### config.mk
export PLATFORM = sky130hd
export DESIGN_NAME = rbr_host
export DESIGN_NICKNAME = d
export VERILOG_FILES = /design/src/rtl/rbr_pkg.sv /design/src/rtl/rbr_host.sv /design/src/rtl/rbr_dev_port.sv /design/src/rtl/rbr_wait_timer.sv
export SDC_FILE = /design/constraint.sdc
export NUM_CORES = 1
export LEC_CHECK = 0
export BUFFER_PORTS_ARGS = -buffer_cell sky130_fd_sc_hd__buf_2
export CAP_MARGIN = 10
export CORE_ASPECT_RATIO = 1.1
export CORE_UTILIZATION = 27
export DETAILED_ROUTE_END_ITERATION = 10
export GPL_TIMING_DRIVEN = 0
export PLACE_DENSITY = 0.52
export SLEW_MARGIN = 20
export SYNTH_ARGS = -nofsm -noshare
export SYNTH_HDL_FRONTEND = slang
export SYNTH_SLANG_ARGS = --single-unit
### constraint.sdc
create_clock -name clock -period 2.2 [get_ports clock]
set_clock_uncertainty 0.1 [all_clocks]
set_input_delay 0.22 -clock clock [delete_from_list [all_inputs] [get_ports clock]]
set_output_delay 0.22 -clock clock [all_outputs]
set_load 0.02 [all_outputs]
### src/rtl/rbr_pkg.sv
package rbr_pkg;
  // ---------------------------------------------------------------
  // timing
  // ---------------------------------------------------------------
  localparam int CLK_PERIOD_NS = 100;
  localparam int US_NS = 1000;
  localparam int US_CYCLES = (US_NS + CLK_PERIOD_NS - 1) / CLK_PERIOD_NS;
  localparam int STOP_WAIT_NS = 1600000;  // least wait after stop, 1.6 ms
  localparam int STOP_WAIT_US = (STOP_WAIT_NS + US_NS - 1) / US_NS;
  localparam int ACCESS_CYCLES = 2;       // strobe width of one device access

  // ---------------------------------------------------------------
  // device register map and values
  // ---------------------------------------------------------------
  localparam logic [3:0] DEV_CMD = 4'h0;
  localparam logic [3:0] DEV_RING_START = 4'h1;
  localparam logic [3:0] DEV_RING_STOP = 4'h2;
  localparam logic [3:0] DEV_READ_PTR = 4'h3;
  localparam logic [3:0] DEV_ISR = 4'h7;
  localparam logic [3:0] DEV_COUNT_LOW = 4'ha;
  localparam logic [3:0] DEV_COUNT_HIGH = 4'hb;
  localparam logic [3:0] DEV_TX_CFG = 4'hd;
  localparam logic [3:0] DEV_WRITE_PTR = 4'hf;
  localparam logic [7:0] CMD_STOP = 8'h21;
  localparam logic [7:0] CMD_START = 8'h22;
  localparam logic [7:0] CMD_RESEND = 8'h26;
  localparam int CMD_TXP_BIT = 2;
  localparam int ISR_PTX_BIT = 0;
  localparam int ISR_TXE_BIT = 3;
  localparam int ISR_OVW_BIT = 4;
  localparam logic [7:0] TX_CFG_NORMAL = 8'h00;
  localparam logic [7:0] TX_CFG_LOOP1 = 8'h02;
  localparam logic [7:0] TX_CFG_LOOP2 = 8'h04;

  // ---------------------------------------------------------------
  // own apb registers
  // ---------------------------------------------------------------
  localparam logic [11:0] REG_CTRL = 12'h000;
  localparam logic [11:0] REG_RING = 12'h004;
  localparam logic [11:0] REG_NEXT = 12'h008;
  localparam logic [11:0] REG_STATUS = 12'h00c;
  localparam int CTRL_INIT = 0;
  localparam int CTRL_RECOVER = 1;
  localparam int CTRL_FINISH = 2;
  localparam int CTRL_LOOP2 = 3;

  // ---------------------------------------------------------------
  // types
  // ---------------------------------------------------------------
  typedef enum logic [4:0] {
    ST_IDLE = 5'h00, ST_RD_CR = 5'h01, ST_WR_STOP = 5'h03, ST_STOP_WAIT = 5'h02,
    ST_WR_RBC0 = 5'h06, ST_WR_RBC1 = 5'h07, ST_RD_ISR = 5'h05, ST_WR_LOOP = 5'h04,
    ST_WR_START = 5'h0c, ST_DRAIN = 5'h0d, ST_WR_CLROVW = 5'h0f, ST_WR_TCRN = 5'h0e,
    ST_WR_RESEND = 5'h0a, ST_INIT_START = 5'h18, ST_INIT_STOP = 5'h19,
    ST_INIT_BND = 5'h1b, ST_INIT_CURR = 5'h1a, ST_REL_BND = 5'h10
  } rbr_state_e;

  typedef struct packed {
    logic wr;
    logic [3:0] addr;
    logic [7:0] data;
  } rbr_dev_req_s;

  typedef struct packed {
    logic csN;
    logic rdN;
    logic wrN;
    logic [3:0] addr;
    logic [7:0] dout;
    logic doeN;
  } rbr_dev_pins_s;

  typedef struct packed {
    rbr_state_e st;
    logic issued;
    logic [7:0] ringStart;
    logic [7:0] ringStop;
    logic [7:0] boundary;
    logic [7:0] nextPkt;
    logic txpSeen;
    logic resend;
    logic loop2;
    logic zeroErr;
    logic done;
    logic retDrain;
    logic [31:0] prdata;
    logic [31:0] waitCnt;
  } rbr_host_s;
endpackage

### src/rtl/rbr_host.sv
`timescale 1ns/100ps
`default_nettype none
module rbr_host #(
  parameter int StopWaitUs = rbr_pkg::STOP_WAIT_US
) (
  // clock and reset
  input wire logic clock,
  input wire logic rstn,
  // apb slave
  input wire logic [11:0] paddr,
  input wire logic psel,
  input wire logic penable,
  input wire logic pwrite,
  input wire logic [31:0] pwdata,
  output logic [31:0] prdata,
  output logic pready,
  output logic pslverr,
  // device register pins
  output rbr_pkg::rbr_dev_pins_s devPins,
  input wire logic [7:0] devDataIn
);
  import rbr_pkg::*;

  // ---------------------------------------------------------------
  // helpers
  // ---------------------------------------------------------------
  // new read pointer one page behind the next packet, wrapped to the last ring page below the ring start
  function automatic logic [7:0] releaseBoundary(input logic [7:0] npp, input logic [7:0] start,
                                                 input logic [7:0] stop);
    logic [7:0] b;
    b = npp - 8'h01;
    if (npp == 8'h00 || b < start) begin
      b = stop - 8'h01;
    end
    return b;
  endfunction

  function automatic logic isAccess(input rbr_state_e s);
    return !(s == ST_IDLE || s == ST_STOP_WAIT || s == ST_DRAIN);
  endfunction

  // register access carried out by each access state
  function automatic rbr_dev_req_s stepOp(input rbr_host_s h);
    rbr_dev_req_s r;
    r = '{wr: 1'b1, addr: DEV_CMD, data: 8'h00};
    case (h.st)
      ST_RD_CR: begin
        r.wr = 1'b0;
      end
      ST_WR_STOP: begin
        r.data = CMD_STOP;
      end
      ST_WR_RBC0: begin
        r.addr = DEV_COUNT_LOW;
      end
      ST_WR_RBC1: begin
        r.addr = DEV_COUNT_HIGH;
      end
      ST_RD_ISR: begin
        r.wr = 1'b0;
        r.addr = DEV_ISR;
      end
      ST_WR_LOOP: begin
        r.addr = DEV_TX_CFG;
        r.data = h.loop2 ? TX_CFG_LOOP2 : TX_CFG_LOOP1;
      end
      ST_WR_START: begin
        r.data = CMD_START;
      end
      ST_WR_CLROVW: begin
        r.addr = DEV_ISR;
        r.data = 8'(1 << ISR_OVW_BIT);
      end
      ST_WR_TCRN: begin
        r.addr = DEV_TX_CFG;
        r.data = TX_CFG_NORMAL;
      end
      ST_WR_RESEND: begin
        r.data = CMD_RESEND;
      end
      ST_INIT_START: begin
        r.addr = DEV_RING_START;
        r.data = h.ringStart;
      end
      ST_INIT_STOP: begin
        r.addr = DEV_RING_STOP;
        r.data = h.ringStop;
      end
      ST_INIT_BND, ST_REL_BND: begin
        r.addr = DEV_READ_PTR;
        r.data = h.boundary;
      end
      ST_INIT_CURR: begin
        r.addr = DEV_WRITE_PTR;
        r.data = h.ringStart;
      end
      default: begin
        r = '{wr: 1'b1, addr: DEV_CMD, data: 8'h00};
      end
    endcase
    return r;
  endfunction

  // ---------------------------------------------------------------
  // state and sub-blocks
  // ---------------------------------------------------------------
  rbr_host_s q, d;
  logic devReqValid;
  rbr_dev_req_s devReq;
  logic devDone;
  logic [7:0] devRdata;
  logic timerStart;
  logic timerElapsed;
  logic apbAccess;
  logic apbWrite;
  logic unmapped;
  logic refused;

  assign devReqValid = isAccess(q.st) && !q.issued;
  assign devReq = stepOp(q);
  assign timerStart = (q.st == ST_WR_STOP) && devDone;

  rbr_dev_port u_port (
    .clock(clock),
    .rstn(rstn),
    .reqValid(devReqValid),
    .reqData(devReq),
    .reqDone(devDone),
    .readData(devRdata),
    .devPins(devPins),
    .devDataIn(devDataIn)
  );

  rbr_wait_timer #(.WaitUs(StopWaitUs)) u_timer (
    .clock(clock),
    .rstn(rstn),
    .start(timerStart),
    .elapsed(timerElapsed)
  );

  // ---------------------------------------------------------------
  // apb decode
  // ---------------------------------------------------------------
  // zero wait states; read data is latched in the setup cycle
  assign apbAccess = psel && penable;
  assign apbWrite = apbAccess && pwrite;
  assign pready = apbAccess;
  assign prdata = q.prdata;

  always_comb begin
    unmapped = 1'b1;
    refused = 1'b0;
    if (paddr == REG_CTRL) begin
      unmapped = 1'b0;
      refused = pwrite && (pwdata[CTRL_INIT] || pwdata[CTRL_RECOVER]) && (q.st != ST_IDLE);
    end else if (paddr == REG_RING) begin
      unmapped = 1'b0;
      refused = pwrite && (q.st != ST_IDLE);
    end else if (paddr == REG_NEXT) begin
      unmapped = 1'b0;
      refused = pwrite && !(q.st == ST_IDLE || q.st == ST_DRAIN);
    end else if (paddr == REG_STATUS) begin
      unmapped = 1'b0;
    end
  end

  assign pslverr = apbAccess && (unmapped || refused);

  // ---------------------------------------------------------------
  // sequencer
  // ---------------------------------------------------------------
  always_comb begin
    d = q;
    d.waitCnt = (q.st == ST_STOP_WAIT) ? q.waitCnt + 32'd1 : 32'd0;
    if (devReqValid) begin
      d.issued = 1'b1;
    end
    // read data for the coming access phase
    if (psel && !penable && !pwrite) begin
      if (paddr == REG_CTRL) begin
        d.prdata = {28'h0000000, q.loop2, 3'b000};
      end else if (paddr == REG_RING) begin
        d.prdata = {16'h0000, q.ringStop, q.ringStart};
      end else if (paddr == REG_NEXT) begin
        d.prdata = {24'h000000, q.nextPkt};
      end else if (paddr == REG_STATUS) begin
        d.prdata = {3'b000, q.st, q.nextPkt, q.boundary, 3'b000, q.done, q.zeroErr, q.resend,
                    q.st == ST_DRAIN, q.st != ST_IDLE};
      end else begin
        d.prdata = 32'h00000000;
      end
    end
    // software commands
    if (apbWrite && !unmapped && !refused) begin
      if (paddr == REG_CTRL) begin
        if (pwdata[CTRL_INIT] && q.st == ST_IDLE) begin
          d.done = 1'b0;
          if (q.ringStart == 8'h00) begin
            d.zeroErr = 1'b1;
          end else begin
            d.zeroErr = 1'b0;
            d.boundary = q.ringStart;
            d.nextPkt = q.ringStart;
            d.st = ST_INIT_START;
          end
        end else if (pwdata[CTRL_RECOVER] && q.st == ST_IDLE) begin
          d.done = 1'b0;
          d.loop2 = pwdata[CTRL_LOOP2];
          d.st = ST_RD_CR;
        end else if (pwdata[CTRL_FINISH] && q.st == ST_DRAIN) begin
          d.st = ST_WR_CLROVW;
        end
      end else if (paddr == REG_RING) begin
        d.ringStart = pwdata[7:0];
        d.ringStop = pwdata[15:8];
      end else if (paddr == REG_NEXT) begin
        // software moved one packet out with its own host addresses; advance the read pointer
        d.nextPkt = pwdata[7:0];
        d.boundary = releaseBoundary(pwdata[7:0], q.ringStart, q.ringStop);
        d.retDrain = (q.st == ST_DRAIN);
        d.st = ST_REL_BND;
      end
    end
    // device access finished: take its result and move on
    if (devDone) begin
      d.issued = 1'b0;
      case (q.st)
        ST_RD_CR: begin
          d.txpSeen = devRdata[CMD_TXP_BIT];
          d.st = ST_WR_STOP;
        end
        ST_WR_STOP: begin
          d.st = ST_STOP_WAIT;
        end
        ST_WR_RBC0: begin
          d.st = ST_WR_RBC1;
        end
        ST_WR_RBC1: begin
          if (q.txpSeen) begin
            d.st = ST_RD_ISR;
          end else begin
            d.resend = 1'b0;
            d.st = ST_WR_LOOP;
          end
        end
        ST_RD_ISR: begin
          d.resend = !(devRdata[ISR_PTX_BIT] || devRdata[ISR_TXE_BIT]);
          d.st = ST_WR_LOOP;
        end
        ST_WR_LOOP: begin
          d.st = ST_WR_START;
        end
        ST_WR_START: begin
          d.st = ST_DRAIN;
        end
        ST_WR_CLROVW: begin
          d.st = ST_WR_TCRN;
        end
        ST_WR_TCRN: begin
          d.st = q.resend ? ST_WR_RESEND : ST_IDLE;
          d.done = !q.resend;
        end
        ST_WR_RESEND: begin
          d.resend = 1'b0;
          d.done = 1'b1;
          d.st = ST_IDLE;
        end
        ST_INIT_START: begin
          d.st = ST_INIT_STOP;
        end
        ST_INIT_STOP: begin
          d.st = ST_INIT_BND;
        end
        ST_INIT_BND: begin
          d.st = ST_INIT_CURR;
        end
        ST_INIT_CURR: begin
          d.st = ST_IDLE;
        end
        ST_REL_BND: begin
          d.st = q.retDrain ? ST_DRAIN : ST_IDLE;
        end
        default: begin
          d.st = q.st;
        end
      endcase
    end
    // no reset-flag polling: only the fixed wait ends the stop phase
    if (q.st == ST_STOP_WAIT && timerElapsed) begin
      d.st = ST_WR_RBC0;
    end
  end

  always_ff @(posedge clock or negedge rstn) begin
    if (!rstn) begin
      q <= '{st: ST_IDLE, issued: 1'b0, ringStart: 8'h00, ringStop: 8'h00, boundary: 8'h00,
             nextPkt: 8'h00, txpSeen: 1'b0, resend: 1'b0, loop2: 1'b0, zeroErr: 1'b0,
             done: 1'b0, retDrain: 1'b0, prdata: 32'h00000000, waitCnt: 32'd0};
    end else begin
      q <= d;
    end
  end
endmodule
`default_nettype wire

### src/rtl/rbr_dev_port.sv
`timescale 1ns/100ps
`default_nettype none
module rbr_dev_port (
  // clock and reset
  input wire logic clock,
  input wire logic rstn,
  // access request
  input wire logic reqValid,
  input wire rbr_pkg::rbr_dev_req_s reqData,
  output logic reqDone,
  output logic [7:0] readData,
  // device register pins
  output rbr_pkg::rbr_dev_pins_s devPins,
  input wire logic [7:0] devDataIn
);
  import rbr_pkg::*;

  typedef struct packed {
    logic busy;
    logic [3:0] cnt;
    rbr_dev_pins_s pins;
    logic [7:0] rdata;
    logic done;
  } rbr_port_s;

  localparam rbr_dev_pins_s PINS_IDLE = '{csN: 1'b1, rdN: 1'b1, wrN: 1'b1, addr: 4'h0, dout: 8'h00, doeN: 1'b1};

  rbr_port_s q, d;

  // one strobe of ACCESS_CYCLES clocks, read data taken at its last edge
  always_comb begin
    d = q;
    d.done = 1'b0;
    if (!q.busy) begin
      if (reqValid) begin
        d.busy = 1'b1;
        d.cnt = 4'(ACCESS_CYCLES - 1);
        d.pins = '{csN: 1'b0, rdN: reqData.wr, wrN: !reqData.wr, addr: reqData.addr,
                   dout: reqData.data, doeN: !reqData.wr};
      end
    end else if (q.cnt != 4'h0) begin
      d.cnt = q.cnt - 4'h1;
    end else begin
      d.busy = 1'b0;
      d.done = 1'b1;
      d.pins = PINS_IDLE;
      if (q.pins.wrN) begin
        d.rdata = devDataIn;
      end
    end
  end

  always_ff @(posedge clock or negedge rstn) begin
    if (!rstn) begin
      q <= '{busy: 1'b0, cnt: 4'h0, pins: PINS_IDLE, rdata: 8'h00, done: 1'b0};
    end else begin
      q <= d;
    end
  end

  assign reqDone = q.done;
  assign readData = q.rdata;
  assign devPins = q.pins;
endmodule
`default_nettype wire

### src/rtl/rbr_wait_timer.sv
`timescale 1ns/100ps
`default_nettype none
module rbr_wait_timer #(
  parameter int WaitUs = rbr_pkg::STOP_WAIT_US
) (
  // clock and reset
  input wire logic clock,
  input wire logic rstn,
  // control
  input wire logic start,
  output logic elapsed
);
  import rbr_pkg::*;

  typedef struct packed {
    logic run;
    logic [7:0] div;
    logic [15:0] cnt;
    logic elapsed;
  } rbr_timer_s;

  rbr_timer_s q, d;

  // microsecond enable from a divider, then a microsecond count
  always_comb begin
    d = q;
    if (start) begin
      d = '{run: 1'b1, div: 8'h00, cnt: 16'h0000, elapsed: 1'b0};
    end else if (q.run) begin
      if (q.div == 8'(US_CYCLES - 1)) begin
        d.div = 8'h00;
        if (q.cnt == 16'(WaitUs - 1)) begin
          d.run = 1'b0;
          d.elapsed = 1'b1;
        end else begin
          d.cnt = q.cnt + 16'h0001;
        end
      end else begin
        d.div = q.div + 8'h01;
      end
    end
  end

  always_ff @(posedge clock or negedge rstn) begin
    if (!rstn) begin
      q <= '{run: 1'b0, div: 8'h00, cnt: 16'h0000, elapsed: 1'b0};
    end else begin
      q <= d;
    end
  end

  assign elapsed = q.elapsed;
endmodule
`default_nettype wire

* Yosys cells after proc, flatten, opt, wreduce, memory -nomap -nowiden
Cells that the tools add are included.
Storage, ports and cells: register bits 132, input port bits 57, output and inout bits 50, logic and storage cells 200
Operators by class: add/subtract/negate cells 5, $lt $le $gt $ge 1, equality and inequality tests 33, multiplexer cells 63, bitwise operators 4, reductions and logical operators 67
Operator list (count):
- $mux W29 | 4
- $mux W16 | 6
- $pmux W5 S14 | 1
- $pmux W8 S8 | 1
- $mux W26 | 2
- $mux W5 | 9
- $mux W21 | 2
- $pmux W4 S8 | 1
- $eq A5 B4 Y1 const B | 5
- $eq A5 B5 Y1 const B | 5
- $mux W25 | 1
- $eq A12 B4 Y1 const B | 2
- $mux W1 | 24
- $mux W8 | 3
- $eq A5 B3 Y1 const B | 4
- $reduce_and A3 Y1 | 6
- $logic_and A1 B1 Y1 | 17
- $mux W17 | 1
- $add A16 B1 Y16 const B | 1
- $eq A16 B11 Y1 const B | 1
- $logic_not A8 Y1 | 2
- $ne A16 B16 Y1 const B | 1
- $sub A8 B1 Y8 const B | 2
- $eq A12 B3 Y1 const B | 1
- other kinds (31) | 71

* Logic depth before layout (Yosys ltp)
Gate-level depths: netlist of run 1.
depth in word-level cells 12, mapped depth 12

* Cells and area by module
Synthesis of run 1 repeated with hierarchy kept, for this count alone.
Second synthesis, totals: cell total of the unflattened synthesis 802, area total of the unflattened synthesis 7597.3 um2
By module, submodules not included:
- rbr_host | instances 1, cells each 543, area each 4738.3 um2
- rbr_wait_timer | instances 1, cells each 155, area each 1505.2 um2
- rbr_dev_port | instances 1, cells each 104, area each 1353.8 um2

* Worst setup path before layout of run 1
Ideal clock, no wire load.
path kind in2reg, start point input port pwdata[2], end point register q[78] in the netlist's numbering, setup time 0.128 ns, data arrival time 2.304 ns, path slack -0.332 ns, stages on the path 12, path buffers 1, cells stage by stage clkbuf_1 nor2_1 nand2_1 nor3_1 xor2_1 ha_1 a21oi_1 o21ai_0 a21oi_1 nor4_1 a311oi_1 a21oi_2
Between the ends: longest elaborated chain between the ends 7, elaborated cells on any way between the ends 8, those cells by class add/sub: 1; order compare: 1; mux: 4; reduce/logical: 2
RTL lines:
- from (decl) | line rbr_host.sv:14 | input wire logic [31:0] pwdata,
- $sub A8 B1 Y8 | line rbr_host.sv:31 | b = npp - 8'h01;
- $lt A8 B8 Y1 | line rbr_host.sv:32 | if (npp == 8'h00 || b < start) begin
- $logic_or A1 B1 Y1 * | line rbr_host.sv:32
- $mux W8 * | line rbr_host.sv:32
- $mux W16 * | line rbr_host.sv:216 | end else if (paddr == REG_NEXT) begin
- $mux W16 * | line rbr_host.sv:213 | end else if (paddr == REG_RING) begin
- $mux W16 * | line rbr_host.sv:195 | if (paddr == REG_CTRL) begin
- to (signal assigned) | line rbr_host.sv:296 | q <= '{st: ST_IDLE, issued: 1'b0, ringStart: 8'h00, ringStop: 8'h00, boundary: 8'h00,
- to (decl) | line rbr_host.sv:107 | rbr_host_s q, d;
Every way passes the cells marked *; elsewhere a longest branch is shown, timed or not. The select of a mux whose other input is x is not followed. A chain may end at the register's enable or synchronous reset.

* Worst setup path after layout of run 1
start point register q[107] in the netlist's numbering, end point register q[103] in the netlist's numbering
Between the ends: longest elaborated chain between the ends 11, elaborated cells on any way between the ends 48, those cells by class eq/ne: 21; mux: 10; reduce/logical: 17
RTL lines:
- $eq A5 B4 Y1 or $logic_not A5 Y1 (tied branches)
- $logic_or A1 B1 Y1 | line rbr_host.sv:161 | refused = pwrite && !(q.st == ST_IDLE || q.st == ST_DRAIN);
- $logic_not A1 Y1 | line rbr_host.sv:161
- $logic_and A1 B1 Y1 | line rbr_host.sv:161
- $mux W1 | line rbr_host.sv:159 | end else if (paddr == REG_NEXT) begin
- $mux W1 | line rbr_host.sv:156 | end else if (paddr == REG_RING) begin
- $mux W1 | line rbr_host.sv:153 | if (paddr == REG_CTRL) begin
- $logic_not A1 Y1 | line rbr_host.sv:194 | if (apbWrite && !unmapped && !refused) begin
- $logic_and A1 B1 Y1 | line rbr_host.sv:194
- $reduce_bool A3 Y1 (no source line)
- $reduce_and A6 Y1 (no source line)
Parallel ways exist; a longest one is shown, timed or not. The select of a mux whose other input is x is not followed.

==> results.py, run 1 <==
metrics = {
    "run_status": {
        "status": "complete, but fails checks",
        "failed_checks": "setup timing",
    },
    "sta": {
        "fmax_mhz": 428.2,
        "hold_viol": 0,
        "period_minus_slack_ns": 2.336,
        "drv_slew": 0,
        "rsz0062_at_grt": "yes",
        "fin_crit_sh": 1.062,
        "relSlewSlack": 0.5187,
        "worst_pin_slew_ns": 0.7159,
        "setup-violations-final": 21,
        "fin_ws_ns": -0.1355,
    },
    "clock_tree": {
        "tritoncts": "yes",
        "clk_latency_ns": 0.42,
        "htree_levels": 4,
        "numCtsBuffers": 17,
        "clockBufferDepth": 2,
        "cts_sinks": 123,
        "root_buffer": "clkbuf_16",
        "clk_pin_slew_ns": 0.06,
    },
    "setup_path": {
        "required_ns": 2.41,
        "crit_chain": "nor3_4 -> a221oi_2 -> or4_4 -> nor4_4 -> o21ai_4 -> mux2_4",
        "cp_max_fo": 6,
        "end_kind": "flip-flop",
        "cpPeakStageDelay_ns": 0.47,
        "worst_setup_path_start_kind": "flip-flop",
        "worstSetupPathType": "reg2reg",
        "worstPathArrival_ns": 2.55,
        "slowest_stage": "dfrtp_2",
    },
    "route": {
        "vias": 6804,
        "via_per_inst": 5.018,
        "drt-total-wl_mm": 23.68,
        "post-route-drc-count": 0,
        "dr.pass1.iters": 6,
        "dr.first_iter.drc_count": 501,
        "ant_nets": 0,
        "routedWlPerCell_um": 17.46,
    },
    "grt": {
        "grt_overflow_total": 0,
        "grtUsageTotal": 0.1718,
        "grt_max_degree": 77,
        "grt_pass1_vias": 6544,
        "grt_pass1_wl_mm": 37.02,
        "antenna_found_initial": 0,
    },
    "yosys": {
        "synth_top_cell_by_area": "dfrtp_1",
        "syn_area_per_cell_um2": 8.867,
        "synth_edf_count": 0,
        "ys_seq_elements": 123,
        "ys_async_sr_fraction": 1.000,
        "synth-seq-area-share": 0.4192,
        "synthFlopType": "dfrtp_1",
        "ys_types": 76,
        "synth_warnings": 0,
        "syn-cell-area_um2": 7351,
        "synthTopCellsByArea": "dfrtp_1 41%, nand2_1 6.1%, o21ai_0 5.2%",
        "synthCells": 829,
        "yosysTopAreaCellShare": 0.4085,
    },
    "min_path": {
        "holdCritPathClass": "in2reg",
    },
    "power": {
        "power.total_uw": 8560,
        "ir_drop_mv": 0.4887,
        "p_leak_uw": 0.004499,
        "power_density_nw_per_um2": 861.9,
    },
    "job": {
        "maxCapViolCount": 0,
    },
    "die": {
        "std_cell_rows": 62,
        "coreArea_um2": 26450,
        "die-height_um": 175.1,
        "dieWidth_um": 159.3,
        "io_pins": 107,
        "dieArea_um2": 27890,
        "start_util": 0.2779,
    },
    "place": {
        "dp_cells": 1265,
        "io_buffers": 81,
        "dp_hpwl_mm": 16.63,
        "gp_congestion": 0.9135,
    },
    "final_layout": {
        "final_cells": 1356,
        "fin_util": 0.3754,
        "nets": 1062,
        "area_delta_synth_final_pct": 35.10,
        "drive_gt1_frac": 0.3476,
        "num_antenna_cells": 0,
        "n_fill_cell": 2719,
    },
}
==> flip-flops by register name (all words and copies together), names as in the netlist <==
name / cells
u_timer.q: 25
u_port.readData: 3
prdata: 29
u_port.reqDone: 1
q: 44
u_timer.elapsed: 1
u_port.q: 5
u_port.devPins: 15
==> cell families (layout without fill, tap and decap cells) <==
group           after synthesis  after routing  synth area share
xor+xnor                     29             29           0.03455
simple gates                313            313            0.2097
fa+ha+maj                    14             14           0.02383
mux                          24             24           0.03847
flops                       123            123            0.4192
compound gates              207            207            0.1849
other cells                   1              3         0.0005101
buf+inv                     118            291           0.08885
==> cell usage after synthesis, drive strengths merged, types with 15 or more instances <==
cell	n
nand4	15
nand3	23
a22oi	19
dfrtp	120
o21ai	78
nand2	119
nor2	78
xor2	22
buf	61
inv	27
mux2	18
a21oi	40
clkbuf	30
==> per-layer routing <==
layer,share of wire,GRT usage
met5,0,0
met4,0.026,0.06370
met3,0.058,0.03822
met2,0.47,0.2741
met1,0.44,0.2268
==> worst max-delay path: cells and delay by family (launching register included) <==
family	cells	cell delay [ns]
compound gates	2	0.23
flops	1	0.47
simple gates	3	1.09
mux	1	0.32
==> worst paths after layout <==
check / from / endpoint / cells after the start / slack, ns
max: q[107] / q[103] / 6 / -0.14
min: pwdata[5] / q[75] / 3 / 0.02
max reg2reg: q[107] / q[103] / 6 / -0.14
min reg2reg: prdata[7] / prdata[7] / 2 / 0.38
max in group asynchronous: rstn / u_port.devPins[15] / 3 / 1.06
min in group asynchronous: rstn / prdata[25] / 2 / 0.18
==> stage by stage <==
step           hold WS [ns]  setup TNS (ns)  setup slack, ns  cell area, µm²
2_1_floorplan       -0.1756         -0.1038         -0.08731            7436
3_3_place_gp         0.3414         -152.99          -0.9884            8282
3_5_place_dp        0.04923          -36.98          -0.7400            8319
4_1_cts            0.006898          -2.151          -0.1876            9543
5_1_grt             0.01555          -4.125          -0.2142            9931
6_report            0.01901          -1.911          -0.1355            9931
==> layout make-up <==
cell class	count	area [µm²]	area share
clock inverters	12	187.7	0.01890
multi-input cells	590	4023	0.4051
plain buffers	85	593.1	0.05972
well taps	352	440.4	0.04435
clock buffers	20	456.7	0.04599
repair buffers	147	1040	0.1047
flip-flops and latches	123	3089	0.3111
inverters	27	101.3	0.01021
==> timing repair <==
item,4_1_cts,5_1_grt
hold buffers,18,0
setup endpoints to repair,84,75
gates cloned,2,1
pin swaps,19,20
gates resized for setup,59,78
hold endpoints to repair,66,0
buffers inserted,26,18
==> where the power goes <==
group	total, µW	internal (µW)	switching [µW]
Combinational	2750	1070	1670
Clock	3060	1970	1090
Sequential	2750	2520	230
Total	8560	5560	3000
==> layout by cell type (no fill, tap or decap), types with 21 or more instances in the layout <==
| master | count |
|---|---|
| inv_1 | 27 |
| nor2_1 | 57 |
| buf_4 | 85 |
| xor2_1 | 22 |
| a21oi_1 | 28 |
| dfrtp_1 | 114 |
| o21ai_0 | 71 |
| nand2_1 | 116 |
| buf_2 | 86 |
| nand3_1 | 21 |
Power figures use the tool's default switching activity.
==> run 2, diff against run 1 <==
Settings changed: SKIP_CTS_REPAIR_TIMING set to 1.
==> run 2 against run 1 <==
Compared with the run above: the run ends with hold timing, setup timing left; count of clock-buffer cells in the layout is the same; hold slack got worse by 0.033 ns; setup slack lost 0.043 ns; non-clock buffer count is 16 lower; final area down 2.7%.
==> results.py, run 2 (synthesis gave the netlist of run 1 again) <==
metrics = {
    "die": {
        "die-height_um": 175.1,
        "std_cell_rows": 62,
        "start_util": 0.2779,
        "dieArea_um2": 27890,
        "io_pins": 107,
        "dieWidth_um": 159.3,
        "coreArea_um2": 26450,
    },
    "setup_path": {
        "r2r_setup_slack_ns": -0.17,
        "regToRegStartpoint": "q[103]",
        "cp-startpoint": "q[103]",
        "worstSetupPathType": "reg2out",
        "required_ns": 1.88,
        "worst_setup_path_start_kind": "flip-flop",
        "end_kind": "output pin",
        "worstPathArrival_ns": 2.06,
        "cp_max_fo": 4,
    },
    "power": {
        "p_leak_uw": 0.004393,
        "power_density_nw_per_um2": 886.5,
        "ir_drop_mv": 0.4967,
    },
    "route": {
        "post-route-drc-count": 0,
        "routedWlPerCell_um": 17.59,
        "vias": 6641,
        "dr.pass1.iters": 5,
        "via_per_inst": 4.956,
        "ant_nets": 0,
        "drt-total-wl_mm": 23.57,
        "dr.first_iter.drc_count": 478,
    },
    "grt": {
        "grt_pass1_vias": 6316,
        "grt_max_degree": 77,
        "antenna_found_initial": 0,
        "grt_overflow_total": 0,
        "grt_pass1_wl_mm": 35.80,
        "grtUsageTotal": 0.1656,
    },
    "clock_tree": {
        "cts_sinks": 123,
        "numCtsBuffers": 17,
        "clockBufferDepth": 2,
        "tritoncts": "yes",
        "clk_latency_ns": 0.43,
        "clk_pin_slew_ns": 0.07,
        "root_buffer": "clkbuf_16",
        "htree_levels": 4,
    },
    "run_status": {
        "status": "complete, but fails checks",
        "failed_checks": "hold timing, setup timing",
    },
    "sta": {
        "drv_slew": 0,
        "holdWs_ns": -0.01385,
        "rsz0062_at_grt": "yes",
        "setup-violations-final": 25,
        "hold_viol": 1,
        "fin_crit_sh": 1.081,
        "worst_pin_slew_ns": 0.8393,
        "relSlewSlack": 0.4362,
        "fmax_mhz": 420.4,
        "period_minus_slack_ns": 2.379,
        "fin_ws_ns": -0.1789,
    },
    "min_path": {
        "hp-start": "pwdata[1]",
        "holdCritPathClass": "in2reg",
    },
    "final_layout": {
        "largest_reg_flops": 44,
        "nets": 1046,
        "n_fill_cell": 2734,
        "multi_input_area_um2": 3916,
        "area_delta_synth_final_pct": 31.44,
        "final_cells": 1340,
        "regMostFlops": "q",
        "num_antenna_cells": 0,
        "ff_latch_area_um2": 3087,
        "most-common-layout-cells": "116 x nand2_1, 116 x dfrtp_1, 85 x buf_2",
        "drive_gt1_frac": 0.3178,
    },
    "job": {
        "maxCapViolCount": 0,
    },
    "place": {
        "dp_hpwl_mm": 16.63,
        "io_buffers": 81,
        "gp_congestion": 0.9135,
        "dp_cells": 1265,
    },
}
[run 2: area by class of cell]
type / instances / area share
Buffer: 86 / 0.06190
Clock buffer: 20 / 0.04727
Clock inverter: 12 / 0.01943
Inverter: 27 / 0.01049
Multi-Input combinational cell: 590 / 0.4053
Sequential cell: 123 / 0.3195
Tap cell: 352 / 0.04558
Timing Repair Buffer: 130 / 0.09052
[run 2: power breakdown]
group / total (µW) / internal, µW / switching, µW
combinational: 2750 / 1060 / 1690
clock: 3080 / 1970 / 1110
sequential: 2740 / 2520 / 217
[run 2: critical path: stages, from the launching register on]
cell      delay, ns
dfrtp_2        0.45
or3_4          0.42
a211oi_4       0.27
nor2_1         0.08
o21ai_1        0.13
a21boi_1       0.10
buf_4          0.18
[run 2: path summary, 6_finish.rpt]
path / end / depth (start not counted)
hold reg to reg: prdata[7] / 2
max in group asynchronous: u_port.devPins[15] / 3
min in group asynchronous: prdata[25] / 2
hold / removal: q[95] / 3
setup / recovery: pslverr / 6
setup reg to reg: q[82] / 9
[run 2: per-stage QoR]
| step | setup TNS [ns] | total power [µW] | setup WS [ns] | area [µm²] | utilization |
|---|---|---|---|---|---|
| 2_1_floorplan | -0.1038 | 4322 | -0.08731 | 7436 | - |
| 3_3_place_gp | -152.99 | 5132 | -0.9884 | 8282 | 0.3131 |
| 3_5_place_dp | -36.98 | 5123 | -0.7400 | 8319 | 0.3145 |
| 4_1_cts | -33.32 | 8224 | -0.7583 | 8964 | 0.3389 |
| 5_1_grt | -4.542 | 8976 | -0.2195 | 9662 | 0.3652 |
| 6_report | -2.503 | 8565 | -0.1789 | 9662 | 0.3652 |
[run 2: metal layers]
layer / global-route usage / wire (µm)
met2: 0.2694 / 11170
met4: 0.06010 / 557
met5: 0 / 0
met1: 0.2181 / 10630
met3: 0.03204 / 1216
